`config.mk`:
```
export PLATFORM = sky130hd
export DESIGN_NAME = usr_core
export DESIGN_NICKNAME = d
export VERILOG_FILES = /design/src/inc/usr_pkg.sv /design/src/logic/usr_core.sv
export VERILOG_INCLUDE_DIRS = /design/src /design/src/inc
export SDC_FILE = /design/constraint.sdc
export NUM_CORES = 1
export LEC_CHECK = 0
export ABC_AREA = 1
export BUFFER_PORTS_ARGS = -buffer_cell sky130_fd_sc_hd__buf_2
export CELL_PAD_IN_SITES_DETAIL_PLACEMENT = 0
export CELL_PAD_IN_SITES_GLOBAL_PLACEMENT = 1
export CORE_MARGIN = 2
export CORE_UTILIZATION = 25
export DETAILED_ROUTE_END_ITERATION = 16
export GPL_ROUTABILITY_DRIVEN = 0
export MAX_ROUTING_LAYER = met4
export PLACE_DENSITY = 0.69
export REMOVE_ABC_BUFFERS = 1
export SYNTH_ARGS = -nofsm -noshare
export SYNTH_HDL_FRONTEND = slang
export SYNTH_SLANG_ARGS = --single-unit
```
`constraint.sdc`:
```
create_clock -name clk_in -period 3.91 [get_ports clk_in]
set_clock_uncertainty 0.15 [all_clocks]
set_input_delay 0.782 -clock clk_in [delete_from_list [all_inputs] [get_ports clk_in]]
set_output_delay 0.782 -clock clk_in [all_outputs]
set_load 0.03 [all_outputs]
```
`src/inc/usr_map.svh`:
```
// Register map constants for the USB suspend/resume and address block.
// Assumes one AXI4-Lite slave with 32-bit data; included by bare name.
`ifndef USR_MAP_SVH
`define USR_MAP_SVH
// ==========================================================================
// Offsets
`define USR_CSR0_OFF 12'h000
`define USR_CTRL_OFF 12'h004
// ==========================================================================
// Fields of the control/status word
`define USR_RESUME_BIT 10
`define USR_SUSP_BIT 9
`define USR_SUSPEND_ALLOW_BIT 8
`define USR_RSVD_BIT 7
`define USR_FUNCTION_ADDRESS_MSB 6
// Fields of the mode word
`define USR_HOSTMODE_BIT 0
// ==========================================================================
// Reset values
`define USR_CSR0_RST 32'h0000_0000
`define USR_FUNCTION_ADDRESS_RST 7'h00
// ==========================================================================
// AXI responses
`define USR_RESP_OKAY 2'h0
`define USR_RESP_SLVERR 2'h2
`endif

```
`src/inc/usr_pkg.sv`:
```
// Types shared by the USB suspend/resume and address block.
// Assumes the map header supplies offsets and field positions.
package usr_pkg;
  // ==========================================================================
  // Bus carriers
  typedef struct packed {
    logic awvalid;
    logic [11:0] awaddr;
    logic wvalid;
    logic [31:0] wdata;
    logic [3:0] wstrb;
    logic bready;
    logic arvalid;
    logic [11:0] araddr;
    logic rready;
  } usr_axi_req_t;

  typedef struct packed {
    logic awready;
    logic wready;
    logic bvalid;
    logic [1:0] bresp;
    logic arready;
    logic rvalid;
    logic [31:0] rdata;
    logic [1:0] rresp;
  } usr_axi_rsp_t;

  // Link-side token carrier
  typedef struct packed {
    logic valid;
    logic [6:0] addr;
  } usr_token_t;
endpackage

```
`src/logic/usr_core.sv`:
```
// USB suspend/resume control and device function address filter.
// Assumes an AXI4-Lite master on clk_in and link events from the same clock
// except the bus idle and remote wake levels, which are synchronised here.
// Resume timing is left to software: resume is driven while suspended for as long as the
// control bit stays set, and no counter here ends it on its own.
//
// Local design decisions: the AXI4-Lite slave port and the placing of the registers.
`timescale 1ns/1ps
`include "usr_map.svh"

// Behaviour
// - While suspended with resume set, resume signalling is driven; clearing resume stops it.
// - The suspend flag reads 1 while suspended and 0 in normal operation.
// - Device mode ignores writes to the suspend flag; host mode may set it, hardware clears it.
// - Suspend is entered only while suspend_allow is 1.
// - In device mode the 7-bit function address is compared against every token address.
// - Bit 7 is unimplemented, reads zero and ignores writes.
module usr_core
  import usr_pkg::*;
(
  // Clock and reset
  input wire logic clk_in,
  input wire logic srst_in,
  // Register bus
  input wire usr_axi_req_t axi_req_in,
  output usr_axi_rsp_t axi_rsp_out,
  // Link events
  input wire logic bus_idle_in,
  input wire logic resume_seen_in,
  input wire usr_token_t token_in,
  // Link controls
  output logic resume_drive_out,
  output logic suspended_out,
  output logic token_match_out
);

  // ==========================================================================
  // State
  typedef struct packed {
    // Synchroniser stages for the two asynchronous levels
    logic [1:0] idle_sync;
    logic [1:0] wake_sync;
    // Software-visible control and status
    logic host_mode;
    logic resume;
    logic suspend_state_flag;
    logic suspend_allow;
    logic [6:0] function_address;
    // Write channel, held until both halves are in
    logic aw_held;
    logic [11:0] aw_addr;
    logic w_held;
    logic [31:0] w_data;
    logic [3:0] w_strb;
    // Response registers
    logic bvalid;
    logic [1:0] bresp;
    logic rvalid;
    logic [31:0] rdata;
    logic [1:0] rresp;
    // Address filter result
    logic token_match;
  } usr_state_t;

  // Registered state and its next value
  usr_state_t s_q;
  usr_state_t s_d;
  // Combinational views, strobes and decodes
  logic [31:0] csr_view;
  logic wr_fire;
  logic rd_fire;
  logic idle_s;
  logic wake_s;
  logic csr0_wr;
  logic dev_entry;
  logic hw_exit;
  logic host_req;

  // ==========================================================================
  // Read view; reserved bits including bit 7 stay zero
  // Unimplemented bits keep the reset constant, so no write can ever reach them
  always_comb begin
    csr_view = `USR_CSR0_RST;
    csr_view[`USR_RESUME_BIT] = s_q.resume;
    csr_view[`USR_SUSP_BIT] = s_q.suspend_state_flag;
    csr_view[`USR_SUSPEND_ALLOW_BIT] = s_q.suspend_allow;
    csr_view[`USR_FUNCTION_ADDRESS_MSB:0] = s_q.function_address;
  end

  // Synchroniser outputs; nothing else reads the first stage
  assign idle_s = s_q.idle_sync[1];
  assign wake_s = s_q.wake_sync[1];
  // Write waits for both address and data, in either order
  assign wr_fire = s_q.aw_held && s_q.w_held && !s_q.bvalid;
  assign rd_fire = axi_req_in.arvalid && !s_q.rvalid;

  // ==========================================================================
  // Suspend decodes, shared by the next-state logic and the checks
  // A write to the control/status word, whatever its byte lanes
  assign csr0_wr = wr_fire && (s_q.aw_addr[11:2] == 10'(`USR_CSR0_OFF >> 2));
  // Entry needs the synchronised idle level, the enable and device mode
  assign dev_entry = idle_s && s_q.suspend_allow && !s_q.host_mode;
  // Remote wake ends suspend in both modes; bus activity ends it only for a device,
  // since in host mode that activity is the block's own
  assign hw_exit = s_q.suspend_state_flag && (wake_s || (!idle_s && !s_q.host_mode));
  // A host request counts only with the upper lane written and suspend already
  // enabled; a device never sets the flag from software
  assign host_req = csr0_wr && s_q.w_strb[1] && s_q.host_mode && s_q.suspend_allow
    && s_q.w_data[`USR_SUSP_BIT];

  // ==========================================================================
  // Next-state logic
  always_comb begin
    s_d = s_q;
    // Only the second stage is read by logic
    s_d.idle_sync = {s_q.idle_sync[0], bus_idle_in};
    s_d.wake_sync = {s_q.wake_sync[0], resume_seen_in};
    // Capture address and data
    if (axi_req_in.awvalid && !s_q.aw_held) begin
      s_d.aw_held = 1'b1;
      s_d.aw_addr = axi_req_in.awaddr;
    end
    if (axi_req_in.wvalid && !s_q.w_held) begin
      s_d.w_held = 1'b1;
      s_d.w_data = axi_req_in.wdata;
      s_d.w_strb = axi_req_in.wstrb;
    end
    if (s_q.bvalid && axi_req_in.bready) begin
      s_d.bvalid = 1'b0;
    end
    if (s_q.rvalid && axi_req_in.rready) begin
      s_d.rvalid = 1'b0;
    end
    // Suspend entry from an idle bus, gated by the enable; the idle level is the
    // synchronised copy, so entry trails the pin by three edges
    if (dev_entry) begin
      s_d.suspend_state_flag = 1'b1;
    end
    // Activity or remote wake ends suspend; hardware clears the flag. The clear
    // comes after the entry, so a wake while the bus still looks idle wins
    if (hw_exit) begin
      s_d.suspend_state_flag = 1'b0;
    end
    // Register write
    // The response follows one cycle after the later of address and data
    if (wr_fire) begin
      s_d.aw_held = 1'b0;
      s_d.w_held = 1'b0;
      s_d.bvalid = 1'b1;
      s_d.bresp = `USR_RESP_OKAY;
      case (s_q.aw_addr[11:2])
        10'(`USR_CSR0_OFF >> 2): begin
          if (s_q.w_strb[1]) begin
            s_d.resume = s_q.w_data[`USR_RESUME_BIT];
            s_d.suspend_allow = s_q.w_data[`USR_SUSPEND_ALLOW_BIT];
            // Host may request suspend only while allowed; a device ignores the bit.
            // This sits after the hardware clear, so a request wins a same-cycle wake
            if (host_req) begin
              s_d.suspend_state_flag = 1'b1;
            end
          end
          if (s_q.w_strb[0]) begin
            s_d.function_address = s_q.w_data[`USR_FUNCTION_ADDRESS_MSB:0];
          end
        end
        10'(`USR_CTRL_OFF >> 2): begin
          if (s_q.w_strb[0]) begin
            s_d.host_mode = s_q.w_data[`USR_HOSTMODE_BIT];
          end
        end
        default: begin
          s_d.bresp = `USR_RESP_SLVERR;
        end
      endcase
    end
    // Register read
    // Read data is registered; arready stays low while an answer waits
    if (rd_fire) begin
      s_d.rvalid = 1'b1;
      s_d.rresp = `USR_RESP_OKAY;
      case (axi_req_in.araddr[11:2])
        10'(`USR_CSR0_OFF >> 2): s_d.rdata = csr_view;
        10'(`USR_CTRL_OFF >> 2): s_d.rdata = {31'h0, s_q.host_mode};
        default: begin
          s_d.rdata = 32'h0000_0000;
          s_d.rresp = `USR_RESP_SLVERR;
        end
      endcase
    end
    // Address filter only in device mode
    // Registered so the match pulse stands one full cycle after its token
    s_d.token_match = token_in.valid && !s_q.host_mode
      && (token_in.addr == s_q.function_address);
  end

  // ==========================================================================
  // State register
  // Synchronous reset clears every field, so the ready outputs come up high
  always_ff @(posedge clk_in) begin
    if (srst_in) begin
      s_q <= '0;
    end else begin
      s_q <= s_d;
    end
  end

  // ==========================================================================
  // Outputs
  // Resume drives only while suspended; software times it, as there is no counter here
  assign resume_drive_out = s_q.resume && s_q.suspend_state_flag;
  assign suspended_out = s_q.suspend_state_flag;
  assign token_match_out = s_q.token_match;
  always_comb begin
    axi_rsp_out = '0;
    axi_rsp_out.awready = !s_q.aw_held;
    axi_rsp_out.wready = !s_q.w_held;
    axi_rsp_out.bvalid = s_q.bvalid;
    axi_rsp_out.bresp = s_q.bresp;
    axi_rsp_out.arready = !s_q.rvalid;
    axi_rsp_out.rvalid = s_q.rvalid;
    axi_rsp_out.rdata = s_q.rdata;
    axi_rsp_out.rresp = s_q.rresp;
  end

  // ==========================================================================
  // Checks: resume signalling
  // Resume is driven only from the suspended state with the control bit set
  chk_resume_gate: assert property (@(posedge clk_in) disable iff (srst_in)
    resume_drive_out |-> (s_q.resume && suspended_out))
    else $error("resume driven outside suspend");
  // Clearing the control bit stops signalling in the same cycle
  chk_resume_stop: assert property (@(posedge clk_in) disable iff (srst_in)
    $fell(s_q.resume) |-> !resume_drive_out)
    else $error("resume not stopped");
  // The control bit set while suspended always reaches the bus
  chk_resume_on: assert property (@(posedge clk_in) disable iff (srst_in)
    (s_q.resume && suspended_out) |-> resume_drive_out)
    else $error("resume not driven");

  // ==========================================================================
  // Checks: suspend state
  // Every entry into suspend had the enable set the cycle before
  chk_suspend_allow: assert property (@(posedge clk_in) disable iff (srst_in)
    $rose(suspended_out) |-> $past(s_q.suspend_allow))
    else $error("suspend entered while disabled");
  // With the enable clear, suspend stays off in both modes
  chk_allow_block: assert property (@(posedge clk_in) disable iff (srst_in)
    (!s_q.suspend_allow && !suspended_out) |=> !suspended_out)
    else $error("suspend entered without enable");
  // An idle bus with the enable set puts a device into suspend
  chk_dev_entry: assert property (@(posedge clk_in) disable iff (srst_in)
    (dev_entry && !wake_s) |=> suspended_out)
    else $error("suspend entry missed");
  // A software write of the enable lands as written
  chk_allow_view: assert property (@(posedge clk_in) disable iff (srst_in)
    (csr0_wr && s_q.w_strb[1]) |=> (s_q.suspend_allow == $past(s_q.w_data[`USR_SUSPEND_ALLOW_BIT])))
    else $error("suspend enable not written");
  // In device mode software cannot set the flag
  chk_dev_susp_ro: assert property (@(posedge clk_in) disable iff (srst_in)
    (csr0_wr && !s_q.host_mode && !dev_entry) |=> !$rose(suspended_out))
    else $error("device write set suspend");
  // A host request sets the flag even against a same-cycle wake
  chk_host_set: assert property (@(posedge clk_in) disable iff (srst_in)
    host_req |=> suspended_out)
    else $error("host suspend request lost");
  // In host mode only software enters suspend
  chk_host_noentry: assert property (@(posedge clk_in) disable iff (srst_in)
    (s_q.host_mode && !suspended_out && !host_req) |=> !suspended_out)
    else $error("host suspend entered by hardware");
  // Hardware clears the flag when suspend ends
  chk_hw_exit: assert property (@(posedge clk_in) disable iff (srst_in)
    (hw_exit && !host_req) |=> !suspended_out)
    else $error("suspend not cleared");
  // A read of the control/status word returns the flag as it stood
  chk_flag_view: assert property (@(posedge clk_in) disable iff (srst_in)
    (rd_fire && axi_req_in.araddr[11:2] == 10'(`USR_CSR0_OFF >> 2))
      |=> (s_q.rdata[`USR_SUSP_BIT] == $past(suspended_out)))
    else $error("suspend flag misread");

  // ==========================================================================
  // Checks: address filter and reserved bit
  // A device token carrying the stored address is matched one cycle later
  chk_token_match: assert property (@(posedge clk_in) disable iff (srst_in)
    (token_in.valid && !s_q.host_mode && token_in.addr == s_q.function_address) |=> token_match_out)
    else $error("token match missed");
  // Any other address is not matched
  chk_match_miss: assert property (@(posedge clk_in) disable iff (srst_in)
    (token_in.valid && token_in.addr != s_q.function_address) |=> !token_match_out)
    else $error("wrong address matched");
  // No token, no match: the pulse lasts one cycle
  chk_match_pulse: assert property (@(posedge clk_in) disable iff (srst_in)
    !token_in.valid |=> !token_match_out)
    else $error("match without token");
  // The filter is off in host mode
  chk_host_nomatch: assert property (@(posedge clk_in) disable iff (srst_in)
    s_q.host_mode |=> !token_match_out)
    else $error("match in host mode");
  // The address field takes the low lane of a write
  chk_function_address_write: assert property (@(posedge clk_in) disable iff (srst_in)
    (csr0_wr && s_q.w_strb[0]) |=> (s_q.function_address == $past(s_q.w_data[`USR_FUNCTION_ADDRESS_MSB:0])))
    else $error("function address not written");
  // The unimplemented bit never shows in the view
  chk_rsvd_zero: assert property (@(posedge clk_in) disable iff (srst_in)
    !csr_view[`USR_RSVD_BIT])
    else $error("reserved bit set");
  // Nor in any read answer
  chk_rsvd_read: assert property (@(posedge clk_in) disable iff (srst_in)
    axi_rsp_out.rvalid |-> !axi_rsp_out.rdata[`USR_RSVD_BIT])
    else $error("reserved bit read as one");
endmodule

```
==> metrics.txt <==
status=completed; switch share=27.5%; VDD IR max=0.127 mV; Syn Inst Count=328; RSZ-0062 raised after global routing=no; DR iter-0 viols=~100; PortBufs=68; # diodes=0; clock power share=32.1%; CP endpoint kind=flip-flop; Final Cycle Share=50.5%; crit path DAT=2060 ps; WL/cell=between 10 and 15 µm; NetSw=between 0.0003 and 0.0004 W; crit path cell chain=buf_2 > inv_1 > o21ai_0 > a21oi_1; largest area contributor in the netlist=dfxtp_1; kind of critical path=primary input to flip-flop; CTS Buffer Depth=2; worst slew pin tran=783 ps; Synth top cells by count=nor2_1, dfxtp_1, buf_4, nand2_1, a21oi_1; first-pass GRT wire length=about 9 mm; Startpoint Class=primary input; Logic pwr share=14.5%; top-count cell post-synth=nor2_1; pwr dens=approximately 390 nW/µm²; post-route ant nets=0; fmax=507 MHz; dominant synthesized flop cell=dfxtp_1; Netlist cell types=25; final total power=0.00110 W; Layout area overhead=14.6%; Post-synth EDFFs=0; layout cell share with drive strength beyond 1=22.0%; Std-Cell Rows=36; number of buffers created by CTS=5; I/O pin count=121; Setup TNS=0 ps; CP peak stage delay=about 590 ps; fin nets=approximately 450; leakage power=1.27 nW; vias=2091; Setup violations, final=0; die width=about 100 µm; clk slew on worst S/H paths=90 ps; initial core utilization=25.5%; CTS tree=done; synthesized area=between 2000 and 2500 µm²; synth top area cells=dfxtp_1, buf_4, nor2_1, a21oi_1, nand2_1; Seq pwr share=53.5%; Pint=around 0.0008 W; sequential area share after synthesis=43.8%; Core Footprint=9680 µm²; final WL=5.64 mm; Worst Path Max Fanout=27; grt ovf=0; drt pass-1 iters=4; Post-CTS Hold Buffers=0; vias in the first global route=approximately 1900; max-cap violation count=0; die area=10700 µm²; crit path time final=1970 ps; Vias/cell=~4.1; share of the synthesized area in the top cell type=43.8%; Hold Path Class=flip-flop to flip-flop; Die Height=103 µm; Gates resized, CTS repair=0; final hold vios=0; async set or reset register ratio after synthesis=0%; CTS H-Tree Depth=2; slowest cell on the critical path=inv_1; antenna violations before repair=0; FF-to-FF path depth=6; Worst slew margin=between 40% and 50%; Total GRT Usage=11.1%; DRC=0; Slew Limit Fails=0; FILL cells=1085; DPL Wire Length=4.28 mm; pin count of the biggest net entering global routing=28; CP required=4000 ps; syn avg cell area=around 7.5 µm²; Seq cells post-synth=54; Clock Latency Late Sink=310 ps; Hold Path Stages=2; Root Buffer=clkbuf_8; CTS Sinks=54; Ys Warns=0; postcts setup bufs=0
final cells by class:
class                      count  area (µm²)  share of cell area, %
clock buffer                   8         110                   3.89
inverter                      28         105                   3.71
multi-input combinational    219        1030                   36.3
timing repair buffer          68         340                   12.0
sequential                    54        1080                   38.2
tap                          133         166                   5.88
worst paths after layout:
kind            start           to  slack, ps
max           srst_in      s_q[78]       1940
min          s_d[103]       idle_s        250
max reg2reg   s_q[83]  csr_view[1]       2200
min reg2reg  s_d[103]       idle_s        250
per-stage QoR:
step	hold WS, ps	utilization [%]	setup slack, ps	area [µm²]	cells
after floorplan	238	-	2150	2210	301
after global placement	246	28.1	1640	2720	502
after detailed placement	245	28.1	1620	2720	502
after CTS	259	29.2	1920	2830	510
after global routing	269	29.2	1760	2830	510
final	252	29.2	1940	2830	510
worst max-delay path: cells and delay by family:
family | cells | cell delay (ps)
buffers and inverters | 2 | 850
AO/OA/AOI/OAI | 2 | 410
power by group through the flow:
stage | clock, W | sequential [W] | combinational (W)
2_1_floorplan | 0 | 0.000604 | 0.000101
3_3_place_gp | 0 | 0.000601 | 0.000159
3_5_place_dp | 0 | 0.000602 | 0.000160
4_1_cts | 0.000371 | 0.000589 | 0.000161
5_1_grt | 0.000383 | 0.000592 | 0.000181
6_report | 0.000353 | 0.000589 | 0.000159
metal layers:
| layer | vias up | global-route usage, % | routed length (µm) |
|---|---|---|---|
| met4 | 0 | 3.04 | 34 |
| met1 | 902 | 15.3 | 2900 |
| met3 | 5 | 2.49 | 371 |
| met5 | - | - | 0 |
| met2 | 89 | 16.4 | 2330 |
| li1 | 1095 | - | - |
flip-flops by register name, indices dropped and copies added, names as in the netlist:
signal / flops
axi_rsp_out: 14
csr_view: 9
idle_s: 1
s_d: 2
s_q: 26
suspended_out: 1
token_match_out: 1
placed cells by master, fill, tap and decap left out, drive strengths merged:
| master | count |
|---|---|
| nand3 | 6 |
| xnor2 | 4 |
| buf | 68 |
| a22o | 1 |
| clkbuf | 8 |
| o21ai | 25 |
| nor3 | 2 |
| o22ai | 1 |
| nor2 | 65 |
| o21a | 1 |
| nand4 | 21 |
| o221ai | 1 |
| a31oi | 1 |
| a21oi | 29 |
| nand2 | 38 |
| inv | 28 |
| dfxtp | 54 |
| conb | 24 |
kinds of logic after synthesis:
family / after synthesis / synth area share, %
and+or+nand+nor: 132 / 24.1
buffers and inverters: 78 / 18.1
AOI/OAI and AO/OA: 59 / 12.5
DFF: 54 / 43.8
xor gates and xnor gates: 4 / 1.42
other: 1 / 0.152
Power figures use the tool's default switching activity.
